[src/rtl/lcc_pkg.sv]
// lcc_pkg: constants, register map and carriers of the logic cluster
package lcc_pkg;

  // ==========================================================
  // cluster shape
  localparam int NCELL = 10;                 // cells per cluster
  localparam int SECT  = 5;                  // cells per carry-select section

  // ==========================================================
  // register map (byte addresses)
  localparam logic [7:0] OFS_CTRL = 8'h00;   // cluster control word
  localparam logic [7:0] OFS_STAT = 8'h04;   // live register and carry state
  localparam logic [7:0] OFS_CELL = 8'h40;   // first cell word, one per cell
  localparam logic [7:0] OFS_NONE = 8'hFF;   // marks an address above the map

  // ==========================================================
  // control word bits
  localparam int CTL_ARITH = 0;              // dynamic arithmetic mode
  localparam int CTL_DEVCL = 1;              // device-wide clear honoured
  localparam int CTL_LINK  = 2;              // carry taken from previous cluster
  localparam int CTL_COUNT = 3;              // counter enable and up/down in use

  // ==========================================================
  // cell word fields
  localparam int CFG_MASK = 0;               // 16-bit truth table
  localparam int CFG_TYPE = 16;              // 2-bit register type
  localparam int CFG_I3C  = 18;              // lookup input 3 from carry
  localparam int CFG_FB   = 19;              // lookup input 0 from own register
  localparam int CFG_LCH  = 20;              // lookup input 2 from lookup chain
  localparam int CFG_SHF  = 21;              // register data from register chain
  localparam int CFG_CLRB = 22;              // second cluster clear used
  localparam int CFG_PRE  = 23;              // async load acts as preset
  localparam int CFG_OSEL = 24;              // 3 bits: output k from register

  localparam logic [1:0] TYP_D  = 2'h0;      // plain data
  localparam logic [1:0] TYP_T  = 2'h1;      // toggle
  localparam logic [1:0] TYP_JK = 2'h2;      // j from data, k from input 1
  localparam logic [1:0] TYP_SR = 2'h3;      // s from data, r from input 1

  localparam logic [31:0] CTRL_RST = 32'h0000_0000;
  localparam logic [31:0] CFG_RST  = 32'h0000_0000;

  // ==========================================================
  // carriers
  typedef struct packed {
    logic dev_clr_n;                         // device_wide_clear_n
    logic aclr_a;                            // first async clear
    logic aclr_b;                            // second async clear
    logic aload;                             // async load / preset
    logic sclr;                              // sync clear
    logic sload;                             // sync load
    logic clk_en;                            // clock enable
    logic addsub;                            // add_subtract_select, 1 = subtract
  } lcc_ctl_type;

  typedef struct packed {
    logic route_a;                           // row/column and adjacent link
    logic route_b;                           // row/column and adjacent link
    logic local_o;                           // local routing
  } lcc_cell_out_type;

  typedef struct packed {
    logic [31:0]            ctrl;            // control word
    logic [NCELL-1:0][31:0] cfg;             // cell words
    logic [NCELL-1:0]       q;               // cell registers
    logic [7:0]             addr;            // bus address of data phase
    logic                   wr;              // data phase is a write
    logic                   act;             // data phase pending
  } lcc_state_type;

endpackage

[src/rtl/lcc_cluster.sv]
// lcc_cluster: ten logic cells with carry-select chain and register slave
//
// Contract
// RULE_01 - lookup realises any four-input function
// RULE_02 - register acts as D, T, JK, SR
// RULE_03 - register has data, load, clock, enable, clears
// RULE_04 - async load data is fourth_data_input
// RULE_05 - combinational use bypasses the register
// RULE_06 - three outputs, each lookup or register
// RULE_07 - register feeds own lookup; both versions out
// RULE_08 - lookup chain and register chain cascades
// RULE_09 - subtract inverts operand b, carry-in one
// RULE_10 - first cell carry-in from add_subtract_select
// RULE_11 - normal or arithmetic mode, eight inputs steered
// RULE_12 - cluster controls always; add_subtract only arithmetic
// RULE_13 - normal: input 3 is carry or fourth_data_input
// RULE_14 - arithmetic: four two-input lookups, sums, carries
// RULE_15 - cluster carry picks chain, chain picks sum
// RULE_16 - each chain selects its own carry-out forward
// RULE_17 - counter enable, up/down, sync clear, load
// RULE_18 - cluster carry regenerated at fifth, tenth cell
// RULE_19 - chains continue through linked clusters
// RULE_20 - preset loads high; clear beats preset
// RULE_21 - two clears and one preset per cluster
// RULE_22 - enabled device clear overrides all controls
// RULE_23 - ten cells share cluster controls
// RULE_24 - disabled clock enable holds the register
//
// The register offsets and the AHB-Lite slave port were decided locally.
`timescale 1ns/10ps

module lcc_cluster (
  input  wire logic                                  ref_clk_in,
  input  wire logic                                  nrst_in,
  input  wire logic                                  hsel_in,
  input  wire logic [31:0]                           haddr_in,
  input  wire logic [1:0]                            htrans_in,
  input  wire logic                                  hwrite_in,
  input  wire logic [2:0]                            hsize_in,
  input  wire logic [31:0]                           hwdata_in,
  input  wire logic                                  hready_in,
  output logic      [31:0]                           hrdata_out,
  output logic                                       hreadyout_out,
  output logic                                       hresp_out,
  input  wire lcc_pkg::lcc_ctl_type                  ctl_in,
  input  wire logic [lcc_pkg::NCELL-1:0][3:0]        cell_data_in,
  input  wire logic                                  carry_in_in,
  input  wire logic                                  lut_chain_in,
  input  wire logic                                  reg_chain_in,
  output lcc_pkg::lcc_cell_out_type [lcc_pkg::NCELL-1:0] cell_out,
  output logic                                       carry_out_out,
  output logic                                       lut_chain_out,
  output logic                                       reg_chain_out
);

  // ==========================================================
  // state and shared signals
  lcc_pkg::lcc_state_type st_q;              // all state
  lcc_pkg::lcc_state_type st_d;              // next state

  logic [lcc_pkg::NCELL:0]   ci0;            // carry_in_zero_chain per cell
  logic [lcc_pkg::NCELL:0]   ci1;            // carry_in_one_chain per cell
  logic [lcc_pkg::NCELL:0]   lch;            // lookup chain
  logic [lcc_pkg::NCELL:0]   rch;            // register chain
  logic [lcc_pkg::NCELL-1:0] res;            // lookup or sum result
  logic [lcc_pkg::NCELL-1:0] qe;             // register seen after async controls
  logic [lcc_pkg::NCELL-1:0] nx;             // register next value
  logic [lcc_pkg::NCELL-1:0] op_a;           // first_operand_input
  logic [lcc_pkg::NCELL-1:0] op_b;           // second operand after inversion
  logic [lcc_pkg::NCELL-1:0] acl;            // clear chosen by each cell
  logic [1:0]                sel;            // cluster carry per section
  logic                      arith;          // arithmetic mode
  logic                      cnt;            // counter controls active
  logic                      dev;            // device-wide clear acting
  logic [7:0]                rel;            // address relative to cell words
  logic                      cell_hit;       // data phase hits a cell word
  logic [3:0]                cell_sel;       // cell word index
  logic [31:0]               rdata;          // read mux

  assign arith = st_q.ctrl[lcc_pkg::CTL_ARITH];
  assign cnt   = arith & st_q.ctrl[lcc_pkg::CTL_COUNT];               // RULE_17
  assign dev   = ~ctl_in.dev_clr_n & st_q.ctrl[lcc_pkg::CTL_DEVCL];   // RULE_22

  // ==========================================================
  // carry-select sections
  assign ci0[0] = 1'b0;
  assign ci1[0] = 1'b1;
  // first section: add_subtract_select or previous cluster
  assign sel[0] = st_q.ctrl[lcc_pkg::CTL_LINK] ? carry_in_in           // RULE_19
                                               : arith & ctl_in.addsub; // RULE_10
  // second section regenerated from the fifth cell
  assign sel[1] = sel[0] ? ci1[lcc_pkg::SECT] : ci0[lcc_pkg::SECT];    // RULE_18
  // cluster carry out from the tenth cell
  assign carry_out_out = sel[1] ? ci1[lcc_pkg::NCELL]
                                : ci0[lcc_pkg::NCELL];                 // RULE_18
  assign lch[0]        = lut_chain_in;
  assign rch[0]        = reg_chain_in;
  assign lut_chain_out = lch[lcc_pkg::NCELL];                          // RULE_08
  assign reg_chain_out = rch[lcc_pkg::NCELL];                          // RULE_08

  // ==========================================================
  // one logic cell per pass, all on the shared controls
  for (genvar i = 0; i < lcc_pkg::NCELL; i++) begin : g_cell           // RULE_23
    logic [31:0] c;                          // cell word
    logic [3:0]  d;                          // local data inputs
    logic        z;                          // zero chain into cell
    logic        o;                          // one chain into cell
    logic        cy;                         // carry seen by cell
    logic        sub;                        // invert operand b
    logic        s0;                         // sum for carry 0
    logic        s1;                         // sum for carry 1
    logic        co0;                        // carry out for carry 0
    logic        co1;                        // carry out for carry 1
    logic [3:0]  idx;                        // lookup address
    logic        lut;                        // four-input result
    logic        pv;                         // async load value
    logic        ds;                         // register data
    logic        fn;                         // type function result
    logic        hold;                       // no update this edge

    assign c = st_q.cfg[i];
    assign d = cell_data_in[i];

    // sections restart the chains at their first cell
    assign z = (i % lcc_pkg::SECT == 0) ? 1'b0 : ci0[i];
    assign o = (i % lcc_pkg::SECT == 0) ? 1'b1 : ci1[i];

    // down-count flips the operand like a subtraction
    assign sub     = arith & (ctl_in.addsub ^ (cnt & ~d[3]));          // RULE_12 RULE_17
    assign op_a[i] = d[0];
    assign op_b[i] = d[1] ^ sub;                                       // RULE_09

    // four two-input lookups
    assign s0  = op_a[i] ^ op_b[i];                                    // RULE_14
    assign s1  = ~s0;                                                  // RULE_14
    assign co0 = op_a[i] & op_b[i];                                    // RULE_14
    assign co1 = op_a[i] | op_b[i];                                    // RULE_14

    // cluster carry picks the chain
    assign cy       = sel[i / lcc_pkg::SECT] ? o : z;                  // RULE_15
    // each chain selects its own carry-out
    assign ci0[i+1] = z ? co1 : co0;                                   // RULE_16
    assign ci1[i+1] = o ? co1 : co0;                                   // RULE_16

    // normal mode lookup inputs, steered by the cell word
    assign idx[0] = c[lcc_pkg::CFG_FB]  ? qe[i] : d[0];                // RULE_07
    assign idx[1] = d[1];
    assign idx[2] = c[lcc_pkg::CFG_LCH] ? lch[i] : d[2];               // RULE_08
    assign idx[3] = c[lcc_pkg::CFG_I3C] ? cy : d[3];                   // RULE_13
    assign lut    = c[lcc_pkg::CFG_MASK + int'(idx)];                  // RULE_01

    // mode choice: sum or lookup
    assign res[i]   = arith ? (cy ? s1 : s0) : lut;                    // RULE_11 RULE_15
    assign lch[i+1] = res[i];

    // one of two cluster clears, one preset
    assign acl[i] = c[lcc_pkg::CFG_CLRB] ? ctl_in.aclr_b : ctl_in.aclr_a; // RULE_21
    assign pv     = c[lcc_pkg::CFG_PRE] ? 1'b1 : d[3];                 // RULE_04 RULE_20

    // async controls act on the output at once
    assign qe[i] = dev ? 1'b0
                 : acl[i] ? 1'b0                                       // RULE_20
                 : ctl_in.aload ? pv                                   // RULE_03
                 : st_q.q[i];
    assign rch[i+1] = qe[i];

    // register data: result or register chain
    assign ds = c[lcc_pkg::CFG_SHF] ? rch[i] : res[i];                 // RULE_08

    // register type function
    always_comb begin : p_type
      case (c[lcc_pkg::CFG_TYPE +: 2])                                 // RULE_02
        lcc_pkg::TYP_T:  fn = st_q.q[i] ^ ds;
        lcc_pkg::TYP_JK: fn = (ds & ~st_q.q[i]) | (~d[1] & st_q.q[i]);
        lcc_pkg::TYP_SR: fn = ds | (~d[1] & st_q.q[i]);
        default:         fn = ds;
      endcase
    end

    // counter enable from third input, clock enable always
    assign hold = ~ctl_in.clk_en | (cnt & ~d[2]);                      // RULE_24 RULE_17

    // priority: device clear, clear, load, hold, sync clear, sync load
    assign nx[i] = (dev | acl[i]) ? 1'b0                               // RULE_22 RULE_20
                 : ctl_in.aload ? pv
                 : hold ? st_q.q[i]                                    // RULE_24
                 : ctl_in.sclr ? 1'b0                                  // RULE_12
                 : ctl_in.sload ? d[3]                                 // RULE_12
                 : fn;

    // outputs independently from lookup or register
    assign cell_out[i].route_a = c[lcc_pkg::CFG_OSEL]   ? qe[i] : res[i]; // RULE_06 RULE_05
    assign cell_out[i].route_b = c[lcc_pkg::CFG_OSEL+1] ? qe[i] : res[i]; // RULE_06 RULE_07
    assign cell_out[i].local_o = c[lcc_pkg::CFG_OSEL+2] ? qe[i] : res[i]; // RULE_06
  end

  // ==========================================================
  // bus decode of the data phase
  assign rel      = st_q.addr - lcc_pkg::OFS_CELL;
  assign cell_hit = (st_q.addr >= lcc_pkg::OFS_CELL) && (rel[1:0] == 2'h0)
                    && (rel[7:2] < 6'(lcc_pkg::NCELL));
  assign cell_sel = rel[5:2];

  // read mux from flops and live cell state
  always_comb begin : p_rdata
    rdata = 32'h0000_0000;
    if (st_q.addr == lcc_pkg::OFS_CTRL) begin
      rdata = st_q.ctrl;
    end else if (st_q.addr == lcc_pkg::OFS_STAT) begin
      rdata = {21'h00_0000, carry_out_out, qe};
    end else if (cell_hit) begin
      rdata = st_q.cfg[cell_sel];
    end
  end

  assign hrdata_out    = rdata;
  assign hreadyout_out = 1'b1;               // zero wait states
  assign hresp_out     = 1'b0;               // always okay

  // ==========================================================
  // next state
  always_comb begin : p_next
    st_d   = st_q;
    st_d.q = nx;
    // data phase write
    if (st_q.act && st_q.wr) begin
      if (st_q.addr == lcc_pkg::OFS_CTRL) begin
        st_d.ctrl = hwdata_in;
      end else if (cell_hit) begin
        st_d.cfg[cell_sel] = hwdata_in;
      end
    end
    // address phase capture
    if (hready_in) begin
      st_d.act  = hsel_in & htrans_in[1];
      st_d.wr   = hwrite_in;
      st_d.addr = (haddr_in[31:8] == 24'h00_0000) ? haddr_in[7:0]
                                                  : lcc_pkg::OFS_NONE;
    end
  end

  // ==========================================================
  // state register
  always_ff @(posedge ref_clk_in or negedge nrst_in) begin : p_state
    if (!nrst_in) begin
      st_q      <= '0;
      st_q.ctrl <= lcc_pkg::CTRL_RST;
      st_q.cfg  <= {lcc_pkg::NCELL{lcc_pkg::CFG_RST}};
      st_q.addr <= lcc_pkg::OFS_NONE;
    end else begin
      st_q <= st_d;
    end
  end

  logic quiet;                               // no control other than data moves
  assign quiet = ctl_in.clk_en & ~ctl_in.sclr & ~ctl_in.sload & ~ctl_in.aload
                 & ~ctl_in.aclr_a & ~ctl_in.aclr_b & ~dev & ~cnt;
endmodule // lcc_cluster

[config.mk]
export PLATFORM = sky130hd
export DESIGN_NAME = lcc_cluster
export DESIGN_NICKNAME = d
export VERILOG_FILES = /design/src/rtl/lcc_pkg.sv /design/src/rtl/lcc_cluster.sv
export SDC_FILE = /design/constraint.sdc
export NUM_CORES = 1
export LEC_CHECK = 0
export BUFFER_PORTS_ARGS = -buffer_cell sky130_fd_sc_hd__buf_2
export CORE_MARGIN = 2
export CORE_UTILIZATION = 55
export DETAILED_ROUTE_END_ITERATION = 12
export PLACE_DENSITY = 0.77
export RECOVER_POWER = 50
export SLEW_MARGIN = 20
export SYNTH_ARGS = -nofsm -noshare
export SYNTH_HDL_FRONTEND = slang
export SYNTH_SLANG_ARGS = --single-unit
[constraint.sdc]
create_clock -name ref_clk_in -period 9.17 [get_ports ref_clk_in]
set_input_delay 1.834 -clock ref_clk_in [delete_from_list [all_inputs] [get_ports ref_clk_in]]
set_output_delay 1.834 -clock ref_clk_in [all_outputs]
set_load 0.05 [all_outputs]
==> run metrics, run 1 <==
outcome complete, but fails checks; failing checks max-capacitance violations, max-slew violations, negative setup slack; period utilization 100%; type of the worst min-delay path register to register; WP data required about 7.3 ns; cell area after layout 25200 um2; Via density about 6.6; CP arrival 7.37 ns; Fill cells 2875; row cnt 72; Core Area 38800 um2; clock buffer depth 3; share of cells above drive strength 1 about 44%; share of the synthesized area in the top cell type 41.9%; Crit. End Element primary output; grt ovf 0; dpl hpwl roughly 49000 um; vias in the first global route 17000; most instantiated library cell after synthesis mux2_2; Worst Path Max Fanout 7; # setup viols final 3; GRT Total Usage 33.9%; post-synth top area cell dfrtp_1; Max VDD drop 103 uV; Reg2Reg Depth 5; CTS tree yes; clk sinks 372; most frequent cells after synthesis mux2_2 (389), dfrtp_1 (364), clkbuf_1 (115); mean post-synth cell area roughly 12 um2; initial core utilization 56.0%; Post-Place Cell Area approximately 24000 um2; Mapped Area 21800 um2; Synth Instances 1805; die width 203 um; Worst Tran Pin Value 5.71 ns; Cell variety after synth 84; drt pass-1 iters 5; initial DRC count 1936; Vias ~17000; Die Y about 200 um; Final WS setup -0.0369 ns; Max-Cap Viols 10; DRC viols 0; yosys warns 0; EDFF count, synth 0; clock skew 0.0133 ns; Core Util, Final 64.9%; GP Congestion 0.949; die area 41200 um2; I/O pin count 192; Pleak roughly 12 nW; maximum number of pins on one net before global-route repair roughly 140; first-pass GRT wire length 104000 um; worst slack, placed -0.383 ns; f_max 109 MHz; CP Class input port to primary output; ys async rst share 100%; hold_ws roughly 0.5 ns; fin. max-slew vios 472; power per cell area 158 nW/um2; setup repair after global routing missed its margin true; Synth Flop Type dfrtp_1; Num CTS Buffers 40; Synth area leaders dfrtp_1 (42%), mux2_2 (20%), mux4_2 (10%); sequential share of the synthesized area between 40 and 50%; Worst-Skew Late Latency between 0.5 and 0.6 ns; flop and latch count out of synthesis 372; post-route ant nets 0; nets@finish 2133; Syn Nets 1960; Clock transition at path regs about 0.06 ns; antenna violations before repair 2; H-Tree Depth 2; Worst slew margin -281%; fin crit period between 9 and 10 ns; startpoint types input port; hold path depth 1; Fin. Hold Viols 0; Port Buf Inserts 185; Area Growth Syn to Fin 15.9%; post-DR wirelength/cell 27.6 um; Root Buffer Master clkbuf_16; Total Wirelength 69600 um
[worst max-delay path, stage by stage]
cell	delay, ns
buf_6	0.10
or3b_4	0.41
o2111ai_4	0.12
mux2_4	0.29
mux2_2	0.37
mux4_2	0.48
a211o_1	0.32
or3_4	0.38
and2_4	0.18
a211o_1	0.32
a31oi_4	0.26
a211oi_4	0.11
o311a_1	0.34
o32ai_2	0.26
mux2i_1	0.29
buf_4	0.21
mux2i_2	0.25
o22ai_2	0.14
mux2i_4	0.22
buf_12	0.15
a31oi_4	0.15
buf_6	0.18
[cells by family after synthesis]
family | after synthesis | share of synthesized area (%)
other | 2 | 0.0345
and+or+nand+nor | 305 | 7.02
DFF | 372 | 42.8
AOI/OAI and AO/OA | 300 | 9.39
adders and majority gates | 30 | 1.73
xor gates and xnor gates | 29 | 1.17
muxes | 570 | 34.3
buffers and inverters | 197 | 3.51
[where the power goes]
part	switching, mW	internal (mW)	total [mW]
sequential	0.0222	1.67	1.69
clock	0.671	0.968	1.64
combinational	0.422	0.230	0.652
total	1.12	2.87	3.98
[worst paths after layout]
path                                              from                     endpoint  slack (ns)
max                                   cell_data_in[11]                 cell_out[27]       -0.04
min                        g_cell[2].c[28]$_DFFE_PN0P_  g_cell[2].c[28]$_DFFE_PN0P_        0.50
max reg2reg                        st_q[5]$_DFFE_PN1P_   g_cell[7].c[3]$_DFFE_PN0P_        1.71
min reg2reg                g_cell[2].c[28]$_DFFE_PN0P_  g_cell[2].c[28]$_DFFE_PN0P_        0.50
max in group asynchronous                      nrst_in   g_cell[3].c[4]$_DFFE_PN0P_        1.65
min in group asynchronous                      nrst_in        st_q[368]$_DFFE_PN0P_        3.37
[cell usage in the layout (no fill, tap or decap), drive strengths merged, types with 38 or more instances in the layout]
cell type  instances
dfrtp            364
mux2i             80
o21ai             97
clkbuf            67
mux4              99
inv               56
mux2             391
nand2             85
nor2              78
a21oi             38
buf              262
[state kept, by name (all words and copies together), names as in the netlist]
signal	cells
arith	1
st_q	51
g_cell.c	320
[metrics by stage]
step	power [mW]	instances	TNS [ns]
6_report	3.98	2525	-0.0995
5_1_grt	4.10	2524	-0.657
4_1_cts	3.97	2520	-0.145
3_5_place_dp	2.33	2443	-1.99
3_3_place_gp	2.31	2442	-0.978
2_1_floorplan	2.09	1805	-0.116
[layout make-up]
class,instances,area (um2),share of cell area [%]
inverter,57,214,0.849
antenna,1,2.50,0.00993
clock buffer,58,1170,4.64
tap,518,648,2.57
timing repair buffer,271,1670,6.62
sequential,372,9320,37.0
multi-input combinational,1236,12100,47.8
clock inverter,12,139,0.551
[layer usage]
layer / up-vias / share of wire [%] / routed length (um) / GRT usage (%)
li1: 7056 / - / - / -
met1: 8520 / 39 / 27100 / 45.4
met2: 942 / 46 / 32100 / 52.8
met3: 217 / 9.1 / 6350 / 6.77
met4: 2 / 5.8 / 4050 / 17.8
met5: - / 0.016 / 11 / 0
[what timing repair did]
action / CTS / global route
buffers inserted: 8 / 6
endpoints found under the setup margin: 7 / 7
pin swaps: 16 / 15
gates cloned: 0 / 0
hold buffers: 0 / 0
resized for setup: 35 / 37
(Power assumes the default switching activity.)
==> inputs of run 2 (changes only) <==
SETUP_SLACK_MARGIN = 0.4   (was not set)
==> run 2 against run 1 <==
Non-clock buffer count rose by 2. Combinational power up 1%. Sequential power about the same. The flow still finishes with violations (max-capacitance violations, max-slew violations, negative setup slack). Core utilization grew 0.40 points.
==> run metrics, run 2 (synthesized netlist as in run 1, its figures left out) <==
Num CTS Buffers 42; startpoint types input port; failing checks max-capacitance violations, max-slew violations, negative setup slack; f_max between 100 and 150 MHz; first-pass GRT wire length 104000 um; cts hold-fix bufs 0; Clk pwr share 41.6%; Core Util, Final between 60% and 70%; Crit. End Element primary output; WP data required roughly 7.3 ns; hold path depth 1; Clock transition at path regs 0.06 ns; I/O pin count ~190; Total Wirelength 69500 um; post-route ant nets 0; dpl hpwl about 50000 um; max incr delay on CP 0.53 ns; hold path startpoint g_cell[2].c[28]$_DFFE_PN0P_; reg-to-reg endpoint st_q[19]$_DFFE_PN0P_; period utilization 100%; most common cell after layout, fill and taps aside mux2_2; Via density 6.66; Reg2Reg Setup Slack 2.01 ns; maximum number of pins on one net before global-route repair roughly 160; outcome complete, but fails checks; Root Buffer Master clkbuf_16; Slowest-stage cell, CP mux4_2; most frequent cells in the layout mux2_2 (383), dfrtp_1 (364), buf_2 (173), mux4_2 (99), o21ai_0 (86); CTS tree yes; fin crit period roughly 9.2 ns; die area roughly 41000 um2; DRC viols 0; Worst-Skew Late Latency 0.57 ns; CP arrival 7.38 ns; Worst slew margin -198%; setup repair after global routing missed its margin true; clk sinks 372; number of flip-flops under the largest register name 320; GP Congestion 0.963; post-DR wirelength/cell between 20 and 30 um; Worst Path Max Fanout 6; die width roughly 200 um; Max-Cap Viols 10; GRT Total Usage 33.9%; sw power 1.14 mW; Core Area 38800 um2; fin. max-slew vios a little under 400; Fin. Hold Viols 0; sw frac 28.3%; Area Growth Syn to Fin 16.6%; Reg2Reg Depth 34; antenna violations before repair 3; sequential share of power between 40% and 50%; type of the worst min-delay path register to register; RR Startpoint st_q[343]$_DFFE_PN0P_; Port Buf Inserts 185; H-Tree Depth 2; Max VDD drop 122 uV; share of cells above drive strength 1 around 45%; Fill cells 2897; Vias 16900; worst-path cell chain buf_6 > or3b_4 > o2111ai_4 > mux2_4 > mux4_2 > mux4_2 > a211o_1 > or3_4 > and2_4 > a211o_4 > and4_4 > buf_4 > a211o_1 > o311a_1 > o32ai_2 > mux2i_2 > buf_4 > mux2i_2 > o22ai_2 > mux2i_4 > buf_12 > a31oi_4 > buf_6; Final WS setup -0.0420 ns; initial DRC count 1863; Worst Tran Pin Value 4.47 ns; vias in the first global route 16900; FF/Latch Area 9320 um2; drt pass-1 iters 8; hold_ws 0.502 ns; nets@finish 2137; grt ovf 0; Pleak 11.6 nW; internal power 2.89 mW; Die Y 203 um; # setup viols final 3; Multi-input gate area 12100 um2; CP Class input port to primary output; Gate power share about 16%; clock buffer depth 3; WHS Endpoint g_cell[2].c[28]$_DFFE_PN0P_; clock skew 0.0298 ns; initial core utilization a little under three fifths; row cnt 72; power per cell area 159 nW/um2
==> run 2: changes by cell type in the layout (fill, tap and decap cells not counted), sizes merged <==
cell,previous run,this run
clkbuf,67,72
buf,262,265
clkinv,10,8
inv,56,58
bufinv,3,2
clkinvlp,0,1
==> run 2: repair_timing <==
action / in CTS / in global routing
buffers inserted: 12 / 3
setup endpoints to repair: 7 / 13
gates resized for setup: 41 / 17
pin swaps: 20 / 20
==> run 2: per-layer routing <==
| layer | vias to the layer above | wire length [um] | global-route usage, % |
|---|---|---|---|
| met2 | 1002 | 31800 | 52.3 |
| met1 | 8566 | 27200 | 45.7 |
| met3 | 203 | 6810 | 7.80 |
| li1 | 7092 | - | - |
| met4 | 6 | 3710 | 16.4 |
| met5 | - | 34 | 0 |
==> run 2: area by class of cell <==
| cell class | count | share of cell area [%] |
|---|---|---|
| Sequential cell | 372 | 36.7 |
| Multi-Input combinational cell | 1236 | 47.7 |
| Inverter | 57 | 0.843 |
| Tap cell | 518 | 2.55 |
| Timing Repair Buffer | 273 | 6.70 |
| Clock buffer | 64 | 4.86 |
| Antenna cell | 1 | 0.00986 |
| Clock inverter | 12 | 0.533 |
==> run 2: critical path: cells and delay by family <==
family / cells / cell delay (ns)
multiplexers: 6 / 1.86
buffers and inverters: 5 / 0.74
AND/OR/NAND/NOR: 4 / 1.19
AO/OA/AOI/OAI: 8 / 1.74
==> run 2: how the worst max path moves through the flow <==
stage | start | endpoint | slack [ns] | cells past startpoint
after floorplan | ctl_in[0] | cell_out[27] | 0.41 | 22
final | cell_data_in[11] | cell_out[28] | -0.04 | 23
after CTS | cell_data_in[11] | cell_out[29] | 0.02 | 22
after global routing | cell_data_in[11] | cell_out[28] | -0.19 | 22
after global placement | cell_data_in[11] | cell_out[29] | -0.004 | 22
after detailed placement | cell_data_in[11] | cell_out[29] | -0.07 | 22
==> run 2: metrics by stage <==
step / cell area (um2) / TNS, ns / std cells / power (mW) / setup WS [ns]
floorplan: 22000 / 0 / 1805 / 2.10 / 0.405
global placement: 23600 / -0.00377 / 2438 / 2.32 / -0.00377
detailed placement: 23700 / -0.171 / 2439 / 2.33 / -0.0737
CTS: 25300 / 0 / 2527 / 4.02 / 0.0245
global route: 25400 / -0.714 / 2532 / 4.15 / -0.191
finish: 25400 / -0.0979 / 2533 / 4.03 / -0.0420
==> run 2: power by group through the flow <==
stage / Combinational (mW) / Sequential [mW] / Clock [mW]
floorplan: 0.391 / 1.71 / 0
global placement: 0.600 / 1.72 / 0
detailed placement: 0.616 / 1.72 / 0
CTS: 0.643 / 1.69 / 1.69
global route: 0.701 / 1.69 / 1.75
finish: 0.660 / 1.69 / 1.68
